## src/rtl/tec_cfg_pkg.sv

```systemverilog
// constants for the cooler-driver configuration bank and its serial slave
// assumes: one 40 MHz clock, synchronous active-high reset
package tec_cfg_pkg;
  localparam int          CLK_MHZ           = 40;
  localparam logic [2:0]  OFF_CONTROL       = 3'h0;
  localparam logic [2:0]  OFF_HEAT_LEG_OVERCURRENT_THRESHOLDS     = 3'h1;
  localparam logic [2:0]  OFF_COOL_LEG_OVERCURRENT_THRESHOLDS     = 3'h2;
  localparam logic [2:0]  OFF_HEAT_VLIM     = 3'h3;
  localparam logic [2:0]  OFF_COOL_VLIM     = 3'h4;
  localparam logic [2:0]  OFF_LEG_OC        = 3'h5;
  localparam int          NUM_REGS          = 6;
  localparam logic [7:0]  RST_CONTROL       = 8'h91;
  localparam logic [7:0]  RST_LEG_OVERCURRENT_THRESHOLDS          = 8'hA6;
  localparam logic [7:0]  RST_HEAT_VLIM     = 8'hDC;
  localparam logic [7:0]  RST_COOL_VLIM     = 8'h9C;
  localparam logic [7:0]  RST_LEG_OC        = 8'h00;
  localparam int          BIT_MONITOR       = 7;
  localparam int          BIT_DISCHARGE     = 4;
  localparam int          BIT_SS_HI         = 3;
  localparam int          BIT_SS_LO         = 2;
  localparam int          BIT_REFRESH       = 1;
  localparam int          BIT_STAGE_ON      = 0;
  localparam int          BIT_CAP_EN        = 7;
  localparam int          BIT_OVP_EN        = 6;
  localparam logic [5:0]  LEG_OVERCURRENT_THRESHOLDS_CODE_MAX     = 6'h34;
  localparam logic [5:0]  VLIM_CODE_MAX     = 6'h39;
  localparam int          LEG_OVERCURRENT_THRESHOLDS_STEP_MA      = 39;
  localparam int          VLIM_STEP_UV      = 97600;
  localparam logic [6:0]  ADDR_STRAP_LOW    = 7'h21;
  localparam logic [6:0]  ADDR_STRAP_FLOAT  = 7'h60;
  localparam int          DISCHARGE_LONG_MS = 60;
  localparam int          DISCHARGE_SHORT_MS = 30;
  localparam int          SS0_MS            = 120;
  localparam int          SS1_MS            = 60;
  localparam int          SS2_MS            = 30;
  localparam int          SS3_MS            = 15;
  localparam int          MS_CYCLES         = CLK_MHZ * 1000;
  localparam logic [1:0]  MODE_BOUNDARY     = 2'h0;
  localparam logic [1:0]  MODE_COOL         = 2'h1;
  localparam logic [1:0]  MODE_HEAT         = 2'h2;
  localparam int          STAT_VLIM         = 3;
  localparam int          STAT_LEG_OVERCURRENT_THRESHOLDS         = 2;
  localparam int          STAT_OT           = 1;
  localparam int          STAT_OTW          = 0;
endpackage

```

## src/rtl/tec_serial_bus_if.sv

```systemverilog
// carrier between serial slave and register bank
// assumes: single clock domain
`timescale 1ns/100ps
interface tec_serial_bus_if;
  logic       wr_stb;
  logic       rd_stb;
  logic [7:0] offset;
  logic [7:0] wdata;
  logic [7:0] rdata;
  modport slave (output wr_stb, output rd_stb, output offset, output wdata, input rdata);
  modport bank  (input wr_stb, input rd_stb, input offset, input wdata, output rdata);
endinterface

```

## src/rtl/tec_cfg_regs.sv

```systemverilog
// configuration register bank of a thermoelectric-cooler driver with its serial slave
// assumes: all pins synchronous to CLOCK; analogue comparators arrive as levels
// Behaviour
// - every register is eight bits, bit 0 least significant.
// - slave address 0x21 with strap low, 0x60 with strap floating.
// - control bit 7 picks monitor quantity, 1 current, resets 1.
// - control bit 4 picks discharge 60 ms or 30 ms, resets 1.
// - control bits 3:2 pick soft-start 120/60/30/15 ms, reset 00.
// - writing 1 to control bit 1 releases latched flags, self-clears.
// - control bit 0 gates the power stage, resets 1.
// - current-limit bit 7 enables heating/cooling current cap, resets enabled.
// - voltage-limit bit 7 enables heating/cooling voltage cap, resets enabled.
// - current code is 39 mA per step, codes above 0x34 reserved.
// - current codes reset to 100110, 1482 mA.
// - voltage code is 97.6 mV per step, codes above 0x39 reserved.
// - voltage codes reset to 011100, 2732.8 mV.
// - heating voltage register bit 6 enables input over-voltage guard.
// - linear-leg thresholds at 7:6 and 5:4, 2 to 3.5 A.
// - switching-leg thresholds at 3:2 and 1:0, 2.5 to 4 A.
// - any leg overcurrent beyond threshold while the stage runs enters hiccup protection.
// - codes unsigned; read-write bits read back, read-only bits not written.
// - limit and temperature flags stay set until refresh.
// - stage runs only with supply ok, enable, shutdown high and control bit.
// - mode status 00 boundary, 01 cooling, 10 heating selects limit set.
`timescale 1ns/100ps
module tec_cfg_regs
  import tec_cfg_pkg::*;
(
  input  wire logic       CLOCK,
  input  wire logic       SRST,
  input  wire logic       CE,
  input  wire logic       ADDR_STRAP_LOW,
  input  wire logic       SCL_IN,
  input  wire logic       SDA_IN,
  output logic            SDA_OUT,
  output logic            SDA_OE,
  input  wire logic       SUPPLY_OK,
  input  wire logic       EN_PIN,
  input  wire logic       SD_PIN,
  input  wire logic [1:0] MODE_STATUS,
  input  wire logic       VLIM_HIT,
  input  wire logic       LEG_OVERCURRENT_THRESHOLDS_HIT,
  input  wire logic       OT_HIT,
  input  wire logic       OTW_HIT,
  input  wire logic       LEG_OVERCURRENT,
  output logic            MONITOR_CURRENT_SEL,
  output logic [7:0]      DISCHARGE_MS,
  output logic [7:0]      SOFT_START_MS,
  output logic            STAGE_RUN,
  output logic            CURRENT_CAP_EN,
  output logic [5:0]      CURRENT_CAP_CODE,
  output logic            VOLTAGE_CAP_EN,
  output logic [5:0]      VOLTAGE_CAP_CODE,
  output logic            INPUT_OVERVOLTAGE_GUARD_EN,
  output logic [1:0]      LINEAR_LEG_THRESHOLD,
  output logic [1:0]      SWITCH_LEG_THRESHOLD,
  output logic            HICCUP_REQ,
  output logic [3:0]      LATCHED_FLAGS,
  output logic [6:0]      SLAVE_ADDR
);
  logic [7:0] regs_r [NUM_REGS];
  logic [3:0] flags_r;
  logic [3:0] flags_nxt;
  logic       strap_r;
  logic       refresh_r;
  logic       hiccup_r;
  tec_serial_bus_if bus ();

  // strap sampled every enabled cycle, reset does not gate it
  always_ff @(posedge CLOCK)
  begin
    if (CE) strap_r <= ADDR_STRAP_LOW;
  end
  // the port shadows the package constant of the same name, hence the scoped reference
  assign SLAVE_ADDR = strap_r ? tec_cfg_pkg::ADDR_STRAP_LOW : ADDR_STRAP_FLOAT;

  tec_serial_slave u_slave (
    .clock    (CLOCK),
    .srst     (SRST),
    .ce       (CE),
    .own_addr (SLAVE_ADDR),
    .scl_in   (SCL_IN),
    .sda_in   (SDA_IN),
    .sda_oe   (SDA_OE),
    .bus      (bus.slave)
  );
  assign SDA_OUT = 1'b0;

  wire       wr_hit    = bus.wr_stb & (bus.offset < 8'(NUM_REGS));
  wire [2:0] wr_idx    = bus.offset[2:0];
  wire       refresh_w = wr_hit & (wr_idx == OFF_CONTROL) & bus.wdata[BIT_REFRESH];
  wire [7:0] ctrl      = regs_r[OFF_CONTROL];
  wire [7:0] oc        = regs_r[OFF_LEG_OC];
  wire       heat      = (MODE_STATUS == MODE_HEAT);

  // refresh reads back as zero; stored bit always cleared
  assign bus.rdata = (bus.offset < 8'(NUM_REGS)) ? regs_r[bus.offset[2:0]] : 8'h00;

  always_ff @(posedge CLOCK)
  begin
    if (SRST)
    begin
      regs_r[OFF_CONTROL]   <= RST_CONTROL;
      regs_r[OFF_HEAT_LEG_OVERCURRENT_THRESHOLDS] <= RST_LEG_OVERCURRENT_THRESHOLDS;
      regs_r[OFF_COOL_LEG_OVERCURRENT_THRESHOLDS] <= RST_LEG_OVERCURRENT_THRESHOLDS;
      regs_r[OFF_HEAT_VLIM] <= RST_HEAT_VLIM;
      regs_r[OFF_COOL_VLIM] <= RST_COOL_VLIM;
      regs_r[OFF_LEG_OC]    <= RST_LEG_OC;
    end
    else if (CE && wr_hit)
    begin
      regs_r[wr_idx] <= (wr_idx == OFF_CONTROL) ? (bus.wdata & ~(8'h01 << BIT_REFRESH)) : bus.wdata;
    end
  end

  // set wins over the refresh release
  always_comb
  begin
    flags_nxt = refresh_r ? 4'h0 : flags_r;
    flags_nxt[STAT_VLIM] = flags_nxt[STAT_VLIM] | VLIM_HIT;
    flags_nxt[STAT_LEG_OVERCURRENT_THRESHOLDS] = flags_nxt[STAT_LEG_OVERCURRENT_THRESHOLDS] | LEG_OVERCURRENT_THRESHOLDS_HIT;
    flags_nxt[STAT_OT]   = flags_nxt[STAT_OT] | OT_HIT;
    flags_nxt[STAT_OTW]  = flags_nxt[STAT_OTW] | OTW_HIT;
  end

  always_ff @(posedge CLOCK)
  begin
    if (SRST)
    begin
      flags_r <= 4'h0; refresh_r <= 1'b0; hiccup_r <= 1'b0;
    end
    else if (CE)
    begin
      flags_r   <= flags_nxt;
      refresh_r <= refresh_w;
      hiccup_r  <= LEG_OVERCURRENT & STAGE_RUN;
    end
  end
  assign LATCHED_FLAGS = flags_r;
  assign HICCUP_REQ    = hiccup_r;

  assign MONITOR_CURRENT_SEL = ctrl[BIT_MONITOR];
  assign DISCHARGE_MS = ctrl[BIT_DISCHARGE] ? 8'(DISCHARGE_SHORT_MS) : 8'(DISCHARGE_LONG_MS);
  assign SOFT_START_MS = (ctrl[BIT_SS_HI:BIT_SS_LO] == 2'h0) ? 8'(SS0_MS) :
                         (ctrl[BIT_SS_HI:BIT_SS_LO] == 2'h1) ? 8'(SS1_MS) :
                         (ctrl[BIT_SS_HI:BIT_SS_LO] == 2'h2) ? 8'(SS2_MS) : 8'(SS3_MS);
  assign STAGE_RUN = SUPPLY_OK & EN_PIN & SD_PIN & ctrl[BIT_STAGE_ON];
  wire [7:0] ireg = heat ? regs_r[OFF_HEAT_LEG_OVERCURRENT_THRESHOLDS] : regs_r[OFF_COOL_LEG_OVERCURRENT_THRESHOLDS];
  wire [7:0] vreg = heat ? regs_r[OFF_HEAT_VLIM] : regs_r[OFF_COOL_VLIM];
  // reserved codes clamp to the top legal step
  assign CURRENT_CAP_EN   = ireg[BIT_CAP_EN];
  assign CURRENT_CAP_CODE = (ireg[5:0] > LEG_OVERCURRENT_THRESHOLDS_CODE_MAX) ? LEG_OVERCURRENT_THRESHOLDS_CODE_MAX : ireg[5:0];
  assign VOLTAGE_CAP_EN   = vreg[BIT_CAP_EN];
  assign VOLTAGE_CAP_CODE = (vreg[5:0] > VLIM_CODE_MAX) ? VLIM_CODE_MAX : vreg[5:0];
  assign INPUT_OVERVOLTAGE_GUARD_EN = regs_r[OFF_HEAT_VLIM][BIT_OVP_EN];
  assign LINEAR_LEG_THRESHOLD = heat ? oc[7:6] : oc[5:4];
  assign SWITCH_LEG_THRESHOLD = heat ? oc[3:2] : oc[1:0];

  property p_flag_sticky;
    @(posedge CLOCK) disable iff (SRST) (CE && VLIM_HIT) |=> flags_r[STAT_VLIM];
  endproperty
  a_flag_sticky: assert property (p_flag_sticky) else $error("vlim flag not set");
  property p_flag_hold;
    @(posedge CLOCK) disable iff (SRST) (CE && flags_r[STAT_OT] && !refresh_r) |=> flags_r[STAT_OT];
  endproperty
  a_flag_hold: assert property (p_flag_hold) else $error("flag lost without refresh");
  property p_refresh_clears;
    @(posedge CLOCK) disable iff (SRST) (CE && refresh_w) ##1 (CE && !OTW_HIT) |=> !flags_r[STAT_OTW];
  endproperty
  a_refresh_clears: assert property (p_refresh_clears) else $error("refresh did not release");
  property p_refresh_self;
    @(posedge CLOCK) disable iff (SRST) !regs_r[OFF_CONTROL][BIT_REFRESH];
  endproperty
  a_refresh_self: assert property (p_refresh_self) else $error("refresh bit stuck");
  property p_stage;
    @(posedge CLOCK) disable iff (SRST) STAGE_RUN |-> (SUPPLY_OK && EN_PIN && SD_PIN && ctrl[0]);
  endproperty
  a_stage: assert property (p_stage) else $error("stage ran without all conditions");
  property p_icap;
    @(posedge CLOCK) disable iff (SRST) CURRENT_CAP_CODE <= LEG_OVERCURRENT_THRESHOLDS_CODE_MAX;
  endproperty
  a_icap: assert property (p_icap) else $error("current code reserved");
  property p_vcap;
    @(posedge CLOCK) disable iff (SRST) VOLTAGE_CAP_CODE <= VLIM_CODE_MAX;
  endproperty
  a_vcap: assert property (p_vcap) else $error("voltage code reserved");
  property p_hiccup;
    @(posedge CLOCK) disable iff (SRST) (CE && LEG_OVERCURRENT && STAGE_RUN) |=> HICCUP_REQ;
  endproperty
  a_hiccup: assert property (p_hiccup) else $error("hiccup missed");
  property p_write;
    @(posedge CLOCK) disable iff (SRST) (CE && wr_hit && wr_idx == OFF_LEG_OC) |=> oc == $past(bus.wdata);
  endproperty
  a_write: assert property (p_write) else $error("write not stored");
  c_write: cover property (@(posedge CLOCK) CE && wr_hit);
  c_refresh: cover property (@(posedge CLOCK) refresh_w);
  c_hiccup: cover property (@(posedge CLOCK) HICCUP_REQ);
  c_read: cover property (@(posedge CLOCK) bus.rd_stb);
endmodule

```

## src/rtl/tec_serial_slave.sv

```systemverilog
// two-wire serial slave: offset byte then data bytes, reads from current offset
// assumes: bus lines synchronous to CLOCK, sampled each enabled cycle
`timescale 1ns/100ps
module tec_serial_slave
  import tec_cfg_pkg::*;
(
  input  wire logic       clock,
  input  wire logic       srst,
  input  wire logic       ce,
  input  wire logic [6:0] own_addr,
  input  wire logic       scl_in,
  input  wire logic       sda_in,
  output logic            sda_oe,
  tec_serial_bus_if.slave bus
);
  typedef enum logic [4:0] {
    S_IDLE = 5'b00001, S_ADDR = 5'b00010, S_ACK = 5'b00100, S_RX = 5'b01000, S_TX = 5'b10000
  } slv_state_t;
  slv_state_t state_r;
  logic [7:0] shift_r;
  logic [3:0] cnt_r;
  logic       scl_r;
  logic       sda_r;
  logic       rw_r;
  logic       have_off_r;
  logic       ack_drv_r;
  logic       tx_bit_r;
  logic [7:0] off_r;
  logic       wr_r;
  logic       rd_r;
  wire rise  = scl_in & ~scl_r;
  wire fall  = ~scl_in & scl_r;
  wire start = scl_in & sda_r & ~sda_in;
  wire stop  = scl_in & ~sda_r & sda_in;
  wire addr_hit = (shift_r[7:1] == own_addr);
  assign bus.offset = off_r;
  assign bus.wdata  = shift_r;
  assign bus.wr_stb = wr_r;
  assign bus.rd_stb = rd_r;
  assign sda_oe     = ack_drv_r | ((state_r == S_TX) & ~tx_bit_r);
  always_ff @(posedge clock)
  begin
    if (srst)
    begin
      state_r <= S_IDLE; shift_r <= 8'h00; cnt_r <= 4'h0; scl_r <= 1'b1; sda_r <= 1'b1;
      rw_r <= 1'b0; have_off_r <= 1'b0; ack_drv_r <= 1'b0; tx_bit_r <= 1'b1;
      off_r <= 8'h00; wr_r <= 1'b0; rd_r <= 1'b0;
    end
    else if (ce)
    begin
      scl_r <= scl_in;
      sda_r <= sda_in;
      wr_r  <= 1'b0;
      rd_r  <= 1'b0;
      if (start)
      begin
        state_r <= S_ADDR; cnt_r <= 4'h0; have_off_r <= 1'b0; ack_drv_r <= 1'b0;
      end
      else if (stop)
      begin
        state_r <= S_IDLE; ack_drv_r <= 1'b0;
      end
      else
        case (state_r)
          S_IDLE: ;
          S_ADDR, S_RX:
            if (rise)
            begin
              shift_r <= {shift_r[6:0], sda_in};
              cnt_r   <= cnt_r + 4'h1;
            end
            else if (fall && cnt_r == 4'h8)
            begin
              cnt_r <= 4'h0;
              if (state_r == S_ADDR)
              begin
                // address mismatch drops out until the next start
                if (addr_hit)
                begin
                  ack_drv_r <= 1'b1; rw_r <= shift_r[0]; state_r <= S_ACK;
                  if (shift_r[0]) rd_r <= 1'b1;
                end
                else
                  state_r <= S_IDLE;
              end
              else
              begin
                ack_drv_r <= 1'b1; state_r <= S_ACK;
                if (!have_off_r)
                begin
                  off_r <= shift_r; have_off_r <= 1'b1;
                end
                else
                  wr_r <= 1'b1;
              end
            end
          S_ACK:
            if (fall)
            begin
              ack_drv_r <= 1'b0;
              if (rw_r)
              begin
                state_r <= S_TX; shift_r <= {bus.rdata[6:0], 1'b0}; tx_bit_r <= bus.rdata[7];
                cnt_r <= 4'h1;
              end
              else
                state_r <= S_RX;
            end
          S_TX:
            if (fall)
            begin
              if (cnt_r == 4'h8)
              begin
                // one byte per read; the master's acknowledge bit is not looked at
                tx_bit_r <= 1'b1; cnt_r <= 4'h0;
                off_r <= off_r + 8'h01;
                state_r <= S_IDLE;
              end
              else
              begin
                tx_bit_r <= shift_r[7]; shift_r <= {shift_r[6:0], 1'b0}; cnt_r <= cnt_r + 4'h1;
              end
            end
          default: state_r <= S_IDLE;
        endcase
      if (wr_r) off_r <= off_r + 8'h01;
    end
  end

  // a data-line move while the clock is high would read as a start or stop
  property p_sda_steady;
    @(posedge clock) disable iff (srst) (ce && $changed(sda_oe)) |-> !scl_in;
  endproperty
  a_sda_steady: assert property (p_sda_steady) else $error("data line moved while clock high");
endmodule

```

## config.mk

```make
export PLATFORM = sky130hd
export DESIGN_NAME = tec_cfg_regs
export DESIGN_NICKNAME = d
export VERILOG_FILES = /design/src/rtl/tec_cfg_pkg.sv /design/src/rtl/tec_serial_bus_if.sv /design/src/rtl/tec_cfg_regs.sv /design/src/rtl/tec_serial_slave.sv
export SDC_FILE = /design/constraint.sdc
export NUM_CORES = 1
export LEC_CHECK = 0
export ABC_AREA = 1
export BUFFER_PORTS_ARGS = -buffer_cell sky130_fd_sc_hd__buf_4
export CELL_PAD_IN_SITES_DETAIL_PLACEMENT = 1
export CELL_PAD_IN_SITES_GLOBAL_PLACEMENT = 1
export CORE_MARGIN = 8
export CORE_UTILIZATION = 40
export CTS_CLUSTER_SIZE = 14
export DETAILED_ROUTE_END_ITERATION = 12
export PLACE_DENSITY = 0.79
export SLEW_MARGIN = 25
export SYNTH_ARGS = -nofsm -noshare
export SYNTH_HDL_FRONTEND = slang
export SYNTH_SLANG_ARGS = --single-unit
```

## constraint.sdc

```tcl
create_clock -name CLOCK -period 4.05 [get_ports CLOCK]
set_input_delay 0.2025 -clock CLOCK [delete_from_list [all_inputs] [get_ports CLOCK]]
set_output_delay 0.2025 -clock CLOCK [all_outputs]
set_load 0.02 [all_outputs]
```

Word-level counts from Yosys, hierarchy flattened

Memory sizes are Yosys's and may differ from the RTL's. A register that Yosys moved wholly into a read port is not among the register bits.
Cells that the tools add are included.

Flip-flop bits (word level): 39
Bits in writable memories: 48
Bits of input ports: 16
Output and inout bits: 51
Logic and storage cells: 192
Memories: 1

Memory list:

| memory | depth | bits a word | rd ports | clocked after Yosys merged registers in | wr ports | line               | text |
|---|---|---|---|---|---|---|---|
| regs_r | 6     | 8           | 7        | 1                                       | 6        | tec_cfg_regs.sv:61 | `logic [7:0] regs_r [NUM_REGS];` |

Add/subtract/negate cells: 2
$lt $le $gt $ge: 3
Equal/unequal tests: 37
Muxes and demuxes: 86
Bitwise logic cells: 27
Reductions and logical operators: 21

Operators by type and width:

| operator                                               | count |
|---|---|
| two-way mux 8 bit                                      | 18 |
| two-way mux 5 bit                                      | 9 |
| two-way mux 4 bit                                      | 9 |
| two-way mux 1 bit                                      | 30 |
| two-way mux 6 bit                                      | 4 |
| case mux 8 bit (3 select lines)                        | 1 |
| AND reduction 7 bit                                    | 3 |
| case mux 5 bit (4 select lines)                        | 1 |
| inequality test 3 x 1 -> 1 bit (second input constant) | 6 |
| inequality test 2 x 1 -> 1 bit (second input constant) | 8 |
| inequality test 4 x 1 -> 1 bit (second input constant) | 4 |
| case mux 8 bit (2 select lines)                        | 1 |
| two-way mux 3 bit                                      | 5 |
| bitwise AND 1 bit                                      | 14 |
| two-way mux 7 bit                                      | 2 |
| greater-than comparator 6 bit (second input constant)  | 2 |
| case mux 4 bit (3 select lines)                        | 1 |
| AND reduction 6 bit                                    | 2 |
| AND reduction 10 bit                                   | 1 |
| inequality test 3 x 2 -> 1 bit (second input constant) | 3 |
| AND reduction 9 bit                                    | 1 |
| adder 8 x 1 -> 8 bit (second input constant)           | 1 |
| < comparator 8 x 3 -> 1 bit (second input constant)    | 1 |
| inverter 1 bit                                         | 8 |
| other kinds (27)                                       | 41 |

Longest topological paths before layout

Depth after elaboration: 11
Depth in mapped cells: 13

Modules after synthesis

Synthesis repeated with hierarchy kept, for this count alone.

Cell total of the unflattened synthesis: 788
Area total of the unflattened synthesis: 6023.3 um^2

By module, submodules not included:

| module           | instances | cells an instance | area an instance (um^2) | sequential area each (um^2) |
|---|---|---|---|---|
| tec_cfg_regs     | 1         | 417               | 3704.8                  | 2072.0 |
| tec_serial_slave | 1         | 371               | 2318.5                  | 660.6 |

Least setup slack after synthesis

OpenSTA, ideal clock, no wires.

Path kind: input port to output port
Start point: in MODE_STATUS[0]
End point: out CURRENT_CAP_CODE[2]
Data arrival time: 1.591 ns
Required time: 3.848 ns
Path slack: 2.257 ns
Stages: 7
Path through: inv_1 nand2_1 buf_2 o21ai_0 nand2_1 a21oi_1 or2_2

Word-level cells in the longest chain between the ends: 4

RTL lines:

| element                       | line                | text |
|---|---|---|
| from (decl)                   | tec_cfg_regs.sv:40  | `input wire logic [1:0] MODE_STATUS,` |
| == test 2 bit *               | tec_cfg_regs.sv:94  | `wire heat = (MODE_STATUS == MODE_HEAT);` |
| two-way mux 8 bit *           | tec_cfg_regs.sv:148 | `wire [7:0] ireg = heat ? regs_r[OFF_HEAT_LEG_OVERCURRENT_THRESHOLDS] : regs_r[OFF_COOL_LEG_OVERCURRENT_THRESHO ...` |
| greater-than comparator 6 bit | tec_cfg_regs.sv:152 | `assign CURRENT_CAP_CODE = (ireg[5:0] > LEG_OVERCURRENT_THRESHOLDS_CODE_MAX) ? LEG_OVERCURRENT_THRESHOLDS_CODE_ ...` |
| two-way mux 6 bit *           | tec_cfg_regs.sv:152 |  |
| to (decl)                     | tec_cfg_regs.sv:51  | `output logic [5:0] CURRENT_CAP_CODE,` |

Every way passes the cells marked *; elsewhere a longest branch is shown, timed or not.

Worst setup path after layout

Same ends and word-level chain as after synthesis.

==> impl_metrics.py <==
metrics = {
    "clock_network": {
        "clkTransAtPathRegs_ps": 70,
        "cts_sinks": 106,
        "cts-buffers-inserted": 9,
        "post_cts_buffers": 0,
        "htree_levels": 3,
        "cts-root-buf": "clkbuf_16",
        "cts_tree": "built",
        "cts.path.max_buffers": 2,
        "clkLatencyLatePin_ps": 370,
        "cts-resized-gates": 0,
        "postCtsHoldBufs": 0,
    },
    "cells_and_area": {
        "fillCellCount": 1790,
        "drive_gt1_share_pct": 14.3,
        "area_growth_pct": 12.4,
        "antenna_cells": 0,
        "nNetsFinal": 812,
    },
    "detailed_routing": {
        "via_per_inst": 5.25,
        "firstDrtPassIters": 5,
        "drtIter0Drc": 387,
        "route.detailed.drc": 0,
        "vias": 5149,
        "ant_nets": 0,
        "wl_um": 17500,
        "avgRoutedWirePerCell_um": 17.8,
    },
    "power_and_ir_drop": {
        "pwr_density_cell_mw_per_mm2": 372,
        "leakage_uw": 0.00279,
        "ir_drop_uv": 164,
    },
    "worst_setup_path": {
        "r2r-end": "regs_r[0][0]",
        "critPathLaunchType": "input port",
        "r2r_slack_ps": 1650,
        "critPathTopFamily": "simple AND/OR/NAND/NOR gates",
        "crit_fanout": 25,
        "crit_buf_inv": 3,
        "crit_chain": "buf_4 > inv_1 > nand2_1 > o21ai_0 > nand2_1 > nand2_1 > a21oi_1 > or2_2 > buf_4",
        "r2r_cells": 9,
        "critical_path.most_common_cell": "nand2_1",
        "crit_slowest_cell": "o21ai_0",
        "crit_required_ps": 3850,
        "r2r_start": "u_slave.bus.offset[2]",
        "end_kind": "output port",
        "path_class": "input port to output port",
        "arrival_ps": 2220,
        "cpPeakStageDelay_ps": 590,
    },
    "yosys": {
        "synth-edff-count": 65,
        "synth-adder-area-share_pct": 0.861,
        "synth_top_area_share_pct": 33.6,
        "ys_ff_latch": 106,
        "synthFlopType": "edfxtp_1",
        "syn_area_per_cell_sq_um": 7.81,
        "ys_top_cells_by_area": "edfxtp_1, dfxtp_1, nand2_1",
        "yosysMostFrequentCell": "nand2_1",
        "async_flop_share_pct": 0,
        "synth_common_cells": "nand2_1, nor2_1, inv_1",
        "ys_warn_count": 0,
        "yosys.area_share.simple_pct": 28.9,
        "synth.area.mux_share_pct": 2.11,
        "synth_top_cell_by_area": "edfxtp_1",
        "synthXorXnorAreaFrac_pct": 0.452,
        "netlist_instances": 744,
        "ys_seq_area_share_pct": 47.7,
        "netlist_area_sq_mm": 0.00581,
        "synth-compound-area-share_pct": 9.30,
        "ys_types": 35,
        "synth_top_family_by_area": "simple AND/OR/NAND/NOR gates",
    },
    "floorplanning": {
        "initial_core_util_pct": 40.4,
        "row_count": 44,
        "dieWidth_um": 137,
        "pin_count": 67,
        "core_sq_mm": 0.0144,
        "die-area_sq_mm": 0.0186,
        "die_h_um": 137,
    },
    "global_route": {
        "grt_pass1_vias": 5239,
        "grt_antenna_before_repair": 1,
        "overflow": 0,
        "grt_max_degree": 38,
        "grt_pass1_wl_um": 27800,
        "grtUsageTotal_pct": 19.3,
    },
    "sta": {
        "setup_slack_ps": 1630,
        "post-route-period-util_pct": 59.8,
        "finalClockSkew_ps": 13.6,
        "fin_setup_tns_ps": 0,
        "fin_crit_ps": 2420,
        "finalHoldViolCount": 0,
        "maxSlewHeadroom_pct": 34.9,
        "finalSetupViolations": 0,
        "worst_pin_slew_ps": 974,
        "rsz0062_at_grt": "no",
        "slew_violations": 0,
        "fmax_ghz": 0.413,
    },
    "hold_path": {
        "hold_path_end": "strap_r",
        "hold_path.startpoint": "ADDR_STRAP_LOW",
        "hold_class": "input port to register",
        "min_path_cells": 1,
    },
    "placement": {
        "gp_congestion": 0.910,
        "hpwl_um": 13300,
        "port_buffers": 52,
        "place_ws_ps": 1650,
    },
    "run_status": {
        "outcome": "completed",
    },
    "flow_run": {
        "cap_violations": 0,
    },
}
-- per-stage QoR --
step,area (sq um),power (uW),std cells,util (%),hold WS (ps)
finish,6530,2430,981,45.5,25.4
global route,6530,2520,981,45.5,21.6
CTS,6530,2450,981,45.5,14.8
detailed placement,6260,1610,965,43.5,390
global placement,6260,1600,965,43.5,384
floorplan,5920,1510,772,-,301
-- layout by cell type (no fill, tap or decap), types with 2 or more instances in the layout --
cell type | Yosys | routed
nand3_1 | 50 | 50
clkinv_1 | 1 | 2
o22ai_1 | 4 | 4
clkbuf_16 | 0 | 9
xor2_1 | 2 | 2
inv_1 | 79 | 79
nand4_1 | 10 | 10
mux2_2 | 10 | 10
edfxtp_1 | 65 | 65
inv_6 | 0 | 3
or2_2 | 2 | 2
nor2_2 | 9 | 9
buf_4 | 17 | 54
ha_1 | 4 | 4
nand2_2 | 7 | 7
nor3_1 | 7 | 7
clkinv_2 | 1 | 2
nor2_1 | 110 | 110
conb_1 | 2 | 30
o211ai_1 | 3 | 3
nor2_4 | 3 | 3
a21oi_1 | 36 | 36
nand2_1 | 179 | 179
o21ai_0 | 55 | 55
nand3_2 | 8 | 8
clkinvlp_4 | 0 | 2
inv_2 | 3 | 3
dfxtp_1 | 41 | 41
a21boi_1 | 2 | 2
-- cell families after synthesis --
family / count (synthesis)
buffers and inverters: 129
and+or+nand+nor: 386
AOI/OAI and AO/OA: 103
DFF: 106
muxes: 11
xor gates and xnor gates: 3
adders and majority gates: 4
other: 2
-- report_power, final --
| part | switching [uW] | internal (uW) | leakage [uW] |
|---|---|---|---|
| logic | 251 | 118 | 0.00173 |
| clock network | 416 | 421 | 0.000130 |
| registers | 39.6 | 1180 | 0.000931 |
| total | 707 | 1720 | 0.00279 |
-- how the worst max path moves through the flow --
stage	slack, ps	cells after the start	endpoint	from
finish	1630	9	CURRENT_CAP_CODE[2]	MODE_STATUS[0]
global route	1440	11	regs_r[2][7]	u_slave.bus.offset[2]
CTS	1640	9	CURRENT_CAP_CODE[2]	MODE_STATUS[0]
detailed placement	1650	9	CURRENT_CAP_CODE[2]	MODE_STATUS[0]
global placement	1750	9	CURRENT_CAP_CODE[2]	MODE_STATUS[0]
floorplan	2260	7	CURRENT_CAP_CODE[2]	MODE_STATUS[0]
-- area by class of cell --
| cell class | count | area [sq um] | area share, % |
|---|---|---|---|
| clock inverter | 7 | 50.0 | 0.766 |
| multi-input combinational | 537 | 2530 | 38.8 |
| timing repair buffer | 54 | 405 | 6.21 |
| inverter | 84 | 317 | 4.85 |
| tap | 184 | 230 | 3.52 |
| clock buffer | 9 | 225 | 3.45 |
| sequential | 106 | 2770 | 42.5 |
-- routing by layer --
layer	vias up	track usage [%]	wire length [um]
met3	37	4.37	1180
met4	0	8.91	511
met1	2482	23.0	7360
met5	-	0	0
li1	2460	-	-
met2	170	32.3	8440
-- registers in the layout, summed over array words and instances, names as in the netlist, named ones only --
signal,cells
u_slave.bus.wr_stb,1
u_slave.cnt_r,4
HICCUP_REQ,1
regs_r,64
u_slave.sda_r,1
u_slave.tx_bit_r,1
u_slave.ack_drv_r,1
u_slave.rw_r,1
LATCHED_FLAGS,4
refresh_r,1
u_slave.scl_r,1
u_slave.bus.wdata,8
strap_r,1
u_slave.have_off_r,1
u_slave.bus.offset,8
u_slave.state_r,5
No activity file was read; power rests on OpenSTA's default activity.
